**src/verilog/cms_pkg.sv**
```systemverilog
package cms_pkg;
	typedef enum logic [2:0] {
		CMS_X16    = 3'b000,
		CMS_DIV2   = 3'b001,
		CMS_X10    = 3'b010,
		CMS_DIRECT = 3'b011,
		CMS_X5     = 3'b100,
		CMS_X8     = 3'b101,
		CMS_X3     = 3'b110,
		CMS_X4     = 3'b111
	} cms_mode_e;

	localparam cms_mode_e CMS_MODE_RST = CMS_X4;
	localparam int        CMS_AW       = 8;
	localparam int        CMS_DW       = 32;

	localparam logic [7:0] CMS_SYSCFG_OFS = 8'h00;
	localparam logic [7:0] CMS_STAT_OFS   = 8'h04;
	localparam logic [7:0] CMS_MASK_OFS   = 8'h08;
	localparam logic [7:0] CMS_MODE_OFS   = 8'h0c;

	localparam int         CMS_OWD_DIS_BIT = 4;
	localparam logic [4:0] CMS_SYSCFG_RST  = 5'h00;
	localparam int         CMS_OWD_FAIL_BIT = 0;
	localparam logic [0:0] CMS_STAT_RST    = 1'h0;
	localparam logic [0:0] CMS_MASK_RST    = 1'h0;

	localparam int         CMS_CLK_PERIOD_NS = 8;
	localparam int         CMS_OWD_CYCLES    = 16;
	localparam logic [3:0] CMS_OWD_LAST      = 4'(CMS_OWD_CYCLES - 1);

	typedef struct packed {
		logic [7:0]  addr;
		logic [31:0] wdata;
		logic        wr;
		logic        rd;
	} cms_bus_req_s;

	typedef struct packed {
		logic [4:0] factor;
		logic       pll_run;
		logic       osc_amp_en;
		logic       ext_clk_ok;
	} cms_clk_cfg_s;
endpackage : cms_pkg

```
**src/verilog/cms_clock_mode_select.sv**
```systemverilog
`timescale 1ns/100ps
// Function
// - The clock generation mode comes from three strap pins sampled around reset.
// - Strap codes 111,110,101,100,011,010,001,000 select x4,x3,x8,x5,direct,x10,div2,x16.
// - Code 001 makes the CPU clock half the input clock through a prescaler.
// - In prescaler mode each CPU clock phase lasts one full input period.
// - Code 011 bypasses the amplifier and drives the CPU clock from the crystal pin; the PLL stops only when the watchdog disable bit is set.
// - In direct drive the CPU clock follows the input duty cycle, two halves making one input period.
// - In prescaler and direct modes a clear disable bit keeps the PLL free running, a set bit stops it unless the watchdog has failed.
// - Both CPU clock edges are offered as triggers for sequencing and bus cycles.
// - Only direct drive accepts a forced clock; other modes keep the amplifier on.
// - The oscillator watchdog is enabled after reset in prescaler and direct modes only and is disabled by bit 4 of the configuration register.
// - The watchdog counts PLL cycles, clears on every crystal transition and overflows after 16.
// - On overflow the CPU clock moves to the PLL clock until reset and an interrupt is flagged until the status bit is written with one.
module cms_clock_mode_select (
	input  wire logic                 sys_clk_i,
	input  wire logic                 rst_b_i,
	input  wire logic [2:0]           clock_mode_strap_bits_i,
	input  wire logic                 crystal_input_pin_i,
	input  wire cms_pkg::cms_bus_req_s bus_i,
	output logic [31:0]               rdata_o,
	output logic                      cpu_clk_o,
	output logic                      cpu_rise_o,
	output logic                      cpu_fall_o,
	output cms_pkg::cms_clk_cfg_s     clk_cfg_o,
	output logic                      owd_fail_o,
	output logic                      irq_o
);
	import cms_pkg::*;

	cms_mode_e  mode;
	logic       strap_taken;
	logic [4:0] system_config_register;
	logic [0:0] status;
	logic [0:0] mask;
	logic       xtal_q;
	logic [3:0] owd_cnt;
	logic       failed;
	logic       next_cpu_clk;
	logic       xtal_edge;
	logic       xtal_rise;
	logic       non_pll;
	logic       osc_watchdog_disable;
	logic       owd_run;
	logic       owd_over;
	logic       wr_hit_stat;
	cms_clk_cfg_s next_cfg;

	assign osc_watchdog_disable = system_config_register[CMS_OWD_DIS_BIT];
	assign xtal_edge = crystal_input_pin_i ^ xtal_q;
	assign xtal_rise = crystal_input_pin_i & ~xtal_q;
	assign non_pll   = (mode == CMS_DIRECT) || (mode == CMS_DIV2);
	assign owd_run   = strap_taken && non_pll && !osc_watchdog_disable && !failed;
	assign owd_over  = owd_run && !xtal_edge && (owd_cnt == CMS_OWD_LAST);
	assign wr_hit_stat = bus_i.wr && (bus_i.addr == CMS_STAT_OFS);

	// Strap capture
	// Reset flops take constants only, so the pins are caught on the first edge after release
	always_ff @(posedge sys_clk_i or negedge rst_b_i) begin
		if (!rst_b_i) begin
			mode        <= CMS_MODE_RST;
			strap_taken <= 1'b0;
		end else if (!strap_taken) begin
			mode        <= cms_mode_e'(clock_mode_strap_bits_i);
			strap_taken <= 1'b1;
		end
	end

	always_ff @(posedge sys_clk_i or negedge rst_b_i) begin
		if (!rst_b_i) begin
			xtal_q <= 1'b0;
		end else begin
			xtal_q <= crystal_input_pin_i;
		end
	end

	always_ff @(posedge sys_clk_i or negedge rst_b_i) begin
		if (!rst_b_i) begin
			owd_cnt <= 4'h0;
		end else if (!owd_run || xtal_edge) begin
			owd_cnt <= 4'h0;
		end else if (owd_cnt != CMS_OWD_LAST) begin
			owd_cnt <= owd_cnt + 4'h1;
		end
	end

	always_ff @(posedge sys_clk_i or negedge rst_b_i) begin
		if (!rst_b_i) begin
			failed <= 1'b0;
		end else if (owd_over) begin
			failed <= 1'b1;
		end
	end

	always_comb begin
		next_cfg = '0;
		case (mode)
			CMS_X16:    next_cfg.factor = 5'h10;
			CMS_DIV2:   next_cfg.factor = 5'h00;
			CMS_X10:    next_cfg.factor = 5'h0a;
			CMS_DIRECT: next_cfg.factor = 5'h01;
			CMS_X5:     next_cfg.factor = 5'h05;
			CMS_X8:     next_cfg.factor = 5'h08;
			CMS_X3:     next_cfg.factor = 5'h03;
			CMS_X4:     next_cfg.factor = 5'h04;
			default:    next_cfg.factor = 5'h04;
		endcase
		next_cfg.pll_run    = !non_pll || !osc_watchdog_disable || failed;
		next_cfg.osc_amp_en = (mode != CMS_DIRECT);
		next_cfg.ext_clk_ok = (mode == CMS_DIRECT);
	end

	// PLL modes and the failed state use the system clock as the free-running PLL stand-in
	always_comb begin
		if (failed || !non_pll) begin
			next_cpu_clk = ~cpu_clk_o;
		end else if (mode == CMS_DIV2) begin
			next_cpu_clk = xtal_rise ? ~cpu_clk_o : cpu_clk_o;
		end else begin
			next_cpu_clk = crystal_input_pin_i;
		end
	end

	always_ff @(posedge sys_clk_i or negedge rst_b_i) begin
		if (!rst_b_i) begin
			cpu_clk_o  <= 1'b0;
			cpu_rise_o <= 1'b0;
			cpu_fall_o <= 1'b0;
		end else begin
			cpu_clk_o  <= next_cpu_clk;
			cpu_rise_o <= next_cpu_clk & ~cpu_clk_o;
			cpu_fall_o <= ~next_cpu_clk & cpu_clk_o;
		end
	end

	always_ff @(posedge sys_clk_i or negedge rst_b_i) begin
		if (!rst_b_i) begin
			clk_cfg_o  <= '0;
			owd_fail_o <= 1'b0;
		end else begin
			clk_cfg_o  <= next_cfg;
			owd_fail_o <= failed | owd_over;
		end
	end

	always_ff @(posedge sys_clk_i or negedge rst_b_i) begin
		if (!rst_b_i) begin
			system_config_register <= CMS_SYSCFG_RST;
			mask                   <= CMS_MASK_RST;
		end else if (bus_i.wr) begin
			if (bus_i.addr == CMS_SYSCFG_OFS) begin
				system_config_register <= bus_i.wdata[4:0];
			end
			if (bus_i.addr == CMS_MASK_OFS) begin
				mask <= bus_i.wdata[0:0];
			end
		end
	end

	// Set wins over a same-cycle write-one clear
	always_ff @(posedge sys_clk_i or negedge rst_b_i) begin
		if (!rst_b_i) begin
			status <= CMS_STAT_RST;
		end else if (owd_over) begin
			status[CMS_OWD_FAIL_BIT] <= 1'b1;
		end else if (wr_hit_stat && bus_i.wdata[CMS_OWD_FAIL_BIT]) begin
			status[CMS_OWD_FAIL_BIT] <= 1'b0;
		end
	end

	always_ff @(posedge sys_clk_i or negedge rst_b_i) begin
		if (!rst_b_i) begin
			irq_o <= 1'b0;
		end else begin
			irq_o <= |(status & mask);
		end
	end

	always_ff @(posedge sys_clk_i or negedge rst_b_i) begin
		if (!rst_b_i) begin
			rdata_o <= 32'h0;
		end else if (bus_i.rd) begin
			case (bus_i.addr)
				CMS_SYSCFG_OFS: rdata_o <= {27'h0, system_config_register};
				CMS_STAT_OFS:   rdata_o <= {31'h0, status};
				CMS_MASK_OFS:   rdata_o <= {31'h0, mask};
				CMS_MODE_OFS:   rdata_o <= {27'h0, next_cfg.pll_run, failed, mode};
				default:        rdata_o <= 32'h0;
			endcase
		end else begin
			rdata_o <= 32'h0;
		end
	end
endmodule : cms_clock_mode_select

```
**config.mk**
```make
export PLATFORM = sky130hd
export DESIGN_NAME = cms_clock_mode_select
export DESIGN_NICKNAME = d
export VERILOG_FILES = /design/src/verilog/cms_pkg.sv /design/src/verilog/cms_clock_mode_select.sv
export SDC_FILE = /design/constraint.sdc
export NUM_CORES = 1
export LEC_CHECK = 0
export ABC_AREA = 1
export CORE_MARGIN = 4
export CORE_UTILIZATION = 35
export CTS_CLUSTER_DIAMETER = 100
export DETAILED_ROUTE_END_ITERATION = 12
export DONT_BUFFER_PORTS = 1
export PLACE_DENSITY = 0.48
export RECOVER_POWER = 50
export SLEW_MARGIN = 20
export SYNTH_ARGS = -nofsm -noshare
export SYNTH_HDL_FRONTEND = slang
export SYNTH_SLANG_ARGS = --single-unit
```
**constraint.sdc**
```tcl
create_clock -name sys_clk_i -period 1.61 [get_ports sys_clk_i]
set_input_delay 0.0805 -clock sys_clk_i [delete_from_list [all_inputs] [get_ports sys_clk_i]]
set_output_delay 0.0805 -clock sys_clk_i [all_outputs]
set_load 0.005 [all_outputs]
```
==> impl_metrics.yaml, run 1 <==
timing:
  rsz0062_at_grt: "false"
  period_share_pct: 91.6
  slew_headroom_pct: 43.2
  fin_skew_ns: 0.00469
  slew_violations: 0
  finalSetupTns_ns: 0
  hold_viol_final: 0
  fmax_mhz: 678
  fin_crit_ns: 1.47
  worstMarginPinSlew_ns: 0.852
  setup_viol: 0
  whs_ns: 0.0665
route:
  num_vias: 1190
  routedWlPerCell_microns: 11.4
  maxUsedRoutingLayer: "met4"
  ant_nets: 0
  met1Wirelength_mm: 1.22
  dr.pass1.iters: 4
  drtIter0Drc: 63
  wl_met2_mm: 1.75
  routed_via_density: 4.20
  drc: 0
  dr_wl_met3_microns: 210
  wirelength_mm: 3.24
pwr:
  pwr-share-comb_pct: 8.8
  switchingPower_w: 0.000401
  power_frac_clock_pct: 35.1
  swShare_pct: 23.8
  intPower_w: 0.00128
  leakagePower_nw: 1.04
  seq_power_share_pct: 56.1
  powerDensity_nw_per_um2: 835
  peakVddDrop_mv: 0.255
clock_tree:
  cts_made_buffers: 5
  cts_root_buf: "clkbuf_8"
  clock-sinks: 35
  clkLatencyLatePin_ns: 0.28
  cts_tree: "built"
  path_clk_slew_ns: 0.07
  ctsResizeCount: 0
  cts_htree_levels: 2
  cts_buffer_depth: 2
synth:
  syn-cell-area_sq_um: 1770
  yosysSeqAreaShare_pct: 49.7
  synthSimpleGateAreaFrac_pct: 23.3
  synth_top_family_by_area: "simple AND/OR/NAND/NOR gates"
  yosys-top-cells-area: "dfrtp_1, buf_4, nand2_1"
  ys_ff_latch: 35
  synth_compound_area_share_pct: 5.16
  yosys.area.top_type: "dfrtp_1"
  syn_avg_cell_area_sq_um: 9.31
  synth_top_area_share_pct: 45.3
  ys_types: 24
  netlist_instances: 190
  synth_warnings: 0
  synth_fa_ha_area_share_pct: 4.24
  synth.area.mux_share_pct: 0
  synth-xor-area-share_pct: 1.49
global_route:
  grt_use_total_pct: 11.5
  antenna_found_initial: 0
  grt_max_degree: 36
  grt_pass1_wl_mm: 5.51
  overflow: 0
  grt_pass1_vias: 1235
floorplanning:
  die_w_microns: 79.1
  core_area_sq_um: 4820
  pin_count: 93
  dieHeight_microns: 79.1
  dieArea_sq_um: 6260
  rows: 25
  initial_core_util_pct: 36.7
hold_path:
  hp-class: "in2reg"
worst_setup_path:
  cp.arrival_ns: 1.68
  cp.required_ns: 1.82
  path_buf_inv: 1
  crit_chain: "inv_1 -> ha_1 -> o21ai_4 -> nor2_8 -> nand2_2 -> nand2_1 -> a21oi_1"
  startpoint_type: "register"
  path_max_fanout: 6
  crit_type: "reg2reg"
  crit_slowest_cell: "dfstp_2"
  cpLargestDelayFamily: "flip-flops"
  critPathCaptureType: "register"
  max_stage_delay_ns: 0.56
final_layout:
  area_growth_pct: 13.8
  antenna_cells: 0
  fin_util_pct: 41.8
  fillers: 501
  drive_above_1_share_pct: 12.0
  fin_nets: 269
placed_design:
  gp_congestion: 0.740
  place_hpwl_mm: 2.37
  portBuffers: 0
outcome:
  status: "finished, final reports clean"
run:
  maxCapViolCount: 0
==> worst paths after layout <==
path | startpoint | endpoint | slack, ns | cells past startpoint
max | mode[1] | rdata_o[4] | 0.14 | 7
min | crystal_input_pin_i | cpu_fall_o | 0.07 | 3
max reg2reg | mode[1] | rdata_o[4] | 0.14 | 7
min reg2reg | system_config_register[1] | system_config_register[1] | 0.47 | 2
max in group asynchronous | rst_b_i | system_config_register[0] | 0.61 | 2
min in group asynchronous | rst_b_i | system_config_register[1] | 0.47 | 2
==> power by group through the flow <==
| stage | sequential [W] | clock, W | combinational [W] |
|---|---|---|---|
| finish | 0.000944 | 0.000590 | 0.000147 |
| CTS | 0.000945 | 0.000619 | 0.000152 |
| global placement | 0.000961 | 0 | 0.0000967 |
| global route | 0.000948 | 0.000662 | 0.000172 |
| floorplan | 0.000954 | 0 | 0.000134 |
| detailed placement | 0.000962 | 0 | 0.0000981 |
==> metrics by stage <==
step                      power, W  area [sq um]  instances  setup WS, ns
after floorplan            0.00109          1870        216         0.243
after global placement     0.00106          1750        256         0.121
after global routing       0.00178          2010        283        0.0281
after detailed placement   0.00106          1750        256         0.124
final                      0.00168          2010        283         0.135
after CTS                  0.00172          2030        283         0.101
==> state kept, by name, indices dropped and copies added, names as in the netlist, 3 cells and up <==
name	cells
clk_cfg_o	8
rdata_o	5
system_config_register	5
owd_cnt	4
mode	3
==> final cells by class <==
class	instances	area [sq um]	area share (%)
sequential	35	880	43.7
multi-input combinational	134	709	35.2
timing repair buffer	19	185	9.20
tap	67	83.8	4.16
clock buffer	8	80.1	3.98
inverter	20	75.1	3.73
==> cells by family (layout without fill, tap and decap cells) <==
family	Yosys count	after routing
other cells	2	28
flops	35	35
buf+inv	47	47
compound gates	16	16
simple gates	81	81
xor+xnor	3	3
fa+ha+maj	6	6
==> routing by layer <==
layer  vias to the layer above  GRT usage [%]
li1                        583              -
met1                       557           11.9
met2                        43           20.4
met3                         7           4.99
met4                         0           4.30
met5                         -              0
==> worst register-to-register path, stage by stage (launching register included) <==
cell and delay [ns]:
dfstp_2 0.56, inv_1 0.07, ha_1 0.24, o21ai_4 0.22
nor2_8 0.06, nand2_2 0.07, nand2_1 0.05, a21oi_1 0.13
==> cell usage in the layout, fill, tap and decap left out <==
master         instances
nor2_2                 2
nor3_2                 2
xor2_1                 1
clkbuf_1               3
dfstp_2                3
dlygate4sd3_1         18
and3_1                 1
dfrtp_1               32
inv_2                  3
clkbuf_8               5
nand2_2                3
nor2_8                 2
a21oi_1               11
clkbuf_2               1
conb_1                28
nand2_1               36
nand2_4                2
ha_1                   6
nor2_4                 2
nor2_1                19
inv_1                 17
o21ai_0                1
o21ai_4                1
nand4_1                2
xnor2_1                2
nand3_1               10
o21ai_1                3
==> cell usage after synthesis <==
cell type   n
nand2_1    36
dfrtp_1    32
buf_4      27
nor2_1     19
inv_1      17
a21oi_1    11
nand3_1    10
ha_1        6
dfstp_2     3
inv_2       3
nand2_2     3
o21ai_1     3
conb_1      2
nand2_4     2
nand4_1     2
nor2_2      2
nor2_4      2
nor2_8      2
nor3_2      2
xnor2_1     2
and3_1      1
o21ai_0     1
o21ai_4     1
xor2_1      1
==> repair_timing <==
action                                  in CTS  in global routing
hold buffers                                19                  0
endpoints found under the hold margin       51                  0
buffers inserted                             0                  0
endpoints found under the setup margin       0                  0
No activity file was read; power rests on OpenSTA's default activity.
==> run 2, diff against run 1 <==
Settings changed: RECOVER_POWER 50 to 100.
==> run 2 against run 1 <==
  * Maximum frequency fell by 1.1%
  * Register-to-register slack got worse by 0.02 ns
  * Count of clock-buffer cells in the layout did not move
  * Setup slack got worse by 0.017 ns
  * Sequential share of layout area rose by 0.33 points
  * Wire length rose by 0.15%
  * Critical path type unchanged
  * Largest power group unchanged
  * Highest routed layer unchanged
==> impl_metrics.yaml, run 2 (synthesized netlist as in run 1, its figures left out) <==
worst_setup_path:
  path_max_fanout: 6
  r2r_setup_slack_ns: 0.12
  crit_top_cell: "nand2_1"
  cp.required_ns: 1.82
  path_buf_inv: 1
  cp.arrival_ns: 1.70
  worstRegToRegCells: 7
  crit_slowest_cell: "dfstp_2"
  crit_type: "reg2reg"
  cpLargestDelayFamily: "flip-flops"
  startpoint_type: "register"
  rr_startpoint: "mode[1]"
  crit_chain: "inv_1 -> ha_1 -> o21ai_4 -> nor2_8 -> nand2_1 -> nand2_1 -> a21oi_1"
  critPathCaptureType: "register"
  max_stage_delay_ns: 0.56
  timing.rr.end: "rdata_o[4]"
timing:
  fin_skew_ns: 0.00458
  slew_violations: 0
  worstMarginPinSlew_ns: 0.850
  hold_viol_final: 0
  period_share_pct: 92.6
  finalSetupTns_ns: 0
  fin_crit_ns: 1.49
  fmax_mhz: 670
  rsz0062_at_grt: "false"
  slew_headroom_pct: 43.3
  whs_ns: 0.0670
  worst_slack_ns: 0.118
  setup_viol: 0
hold_path:
  hp-class: "in2reg"
  hold_path_end: "cpu_fall_o"
  hold_path_depth: 3
  timing.hold.worst.start: "crystal_input_pin_i"
clock_tree:
  path_clk_slew_ns: 0.07
  hold_buffers: 19
  clock-sinks: 35
  cts_root_buf: "clkbuf_8"
  clkLatencyLatePin_ns: 0.28
  ctsResizeCount: 0
  cts_buffer_depth: 2
  cts_tree: "built"
  cts_made_buffers: 5
  cts_htree_levels: 2
  postCtsSetupBuffers: 0
pwr:
  powerDensity_nw_per_um2: 839
  intPower_w: 0.00128
  seq_power_share_pct: 56.2
  swShare_pct: 23.8
  pwr-share-comb_pct: 8.7
  leakagePower_nw: 1.03
  power_frac_clock_pct: 35.2
  switchingPower_w: 0.000398
  peakVddDrop_mv: 0.255
global_route:
  grt_pass1_vias: 1235
  grt_max_degree: 36
  antenna_found_initial: 0
  grt_use_total_pct: 11.5
  grt_pass1_wl_mm: 5.51
  overflow: 0
floorplanning:
  core_area_sq_um: 4820
  initial_core_util_pct: 36.7
  rows: 25
  dieHeight_microns: 79.1
  die_w_microns: 79.1
  dieArea_sq_um: 6260
  pin_count: 93
route:
  num_vias: 1196
  ant_nets: 0
  routed_via_density: 4.23
  dr.pass1.iters: 4
  drtIter0Drc: 59
  drc: 0
  routedWlPerCell_microns: 11.5
  wirelength_mm: 3.25
final_layout:
  drive_above_1_share_pct: 9.26
  antenna_cells: 0
  largest_reg_flops: 8
  layout_commonest_cell: "nand2_1"
  fin_util_pct: 41.5
  fin_nets: 269
  top_register: "clk_cfg_o"
  area_growth_pct: 12.9
  final_cell_mix: "nand2_1, dfrtp_1, conb_1, nor2_1"
  final_cell_count_no_fill: 283
  reg.largest.list: "clk_cfg_o: 8 flops, rdata_o: 5 flops, system_config_register: 5 flops"
  fillers: 503
outcome:
  status: "finished, final reports clean"
placed_design:
  placed_cells: 256
  portBuffers: 0
  place_hpwl_mm: 2.37
  gp_congestion: 0.740
  place_ws_ns: 0.124
run:
  maxCapViolCount: 0
-- run 2: area by class of cell --
type	count	area (sq um)	share of cell area (%)
multi-input cells	134	694	34.8
well taps	67	83.8	4.20
inverters	20	75.1	3.76
clock buffers	8	80.1	4.01
repair buffers	19	185	9.27
flip-flops and latches	35	880	44.0
-- run 2: power by group through the flow --
stage	Combinational (W)	Sequential [W]	Clock, W
finish	0.000146	0.000942	0.000590
global route	0.000171	0.000945	0.000662
CTS	0.000152	0.000945	0.000619
detailed placement	0.0000981	0.000962	0
global placement	0.0000967	0.000961	0
floorplan	0.000134	0.000954	0
-- run 2: layer usage --
metal  global-route usage [%]  routed length (microns)
met5                        0                        0
met4                     4.30                       63
met3                     4.99                      206
met2                     20.4                     1760
met1                     11.9                     1220
-- run 2: how the worst max path moves through the flow --
| stage | cells past startpoint | startpoint | to |
|---|---|---|---|
| 4_1_cts | 6 | mode[1] | owd_fail_o |
| 6_report | 7 | mode[1] | rdata_o[4] |
| 2_1_floorplan | 7 | mode[1] | rdata_o[4] |
| 5_1_grt | 7 | mode[1] | rdata_o[4] |
| 3_5_place_dp | 7 | mode[1] | rdata_o[4] |
| 3_3_place_gp | 6 | mode[1] | owd_fail_o |
-- run 2: worst min-delay path: cells and delay by family --
kind	cells	cell delay (ns)
compound gates	2	0.19
simple gates	1	0.03
-- run 2: per-stage QoR --
step                      power, W  area [sq um]
after floorplan            0.00109          1870
after global placement     0.00106          1750
after detailed placement   0.00106          1750
after CTS                  0.00172          2030
after global routing       0.00178          2000
final                      0.00168          2000
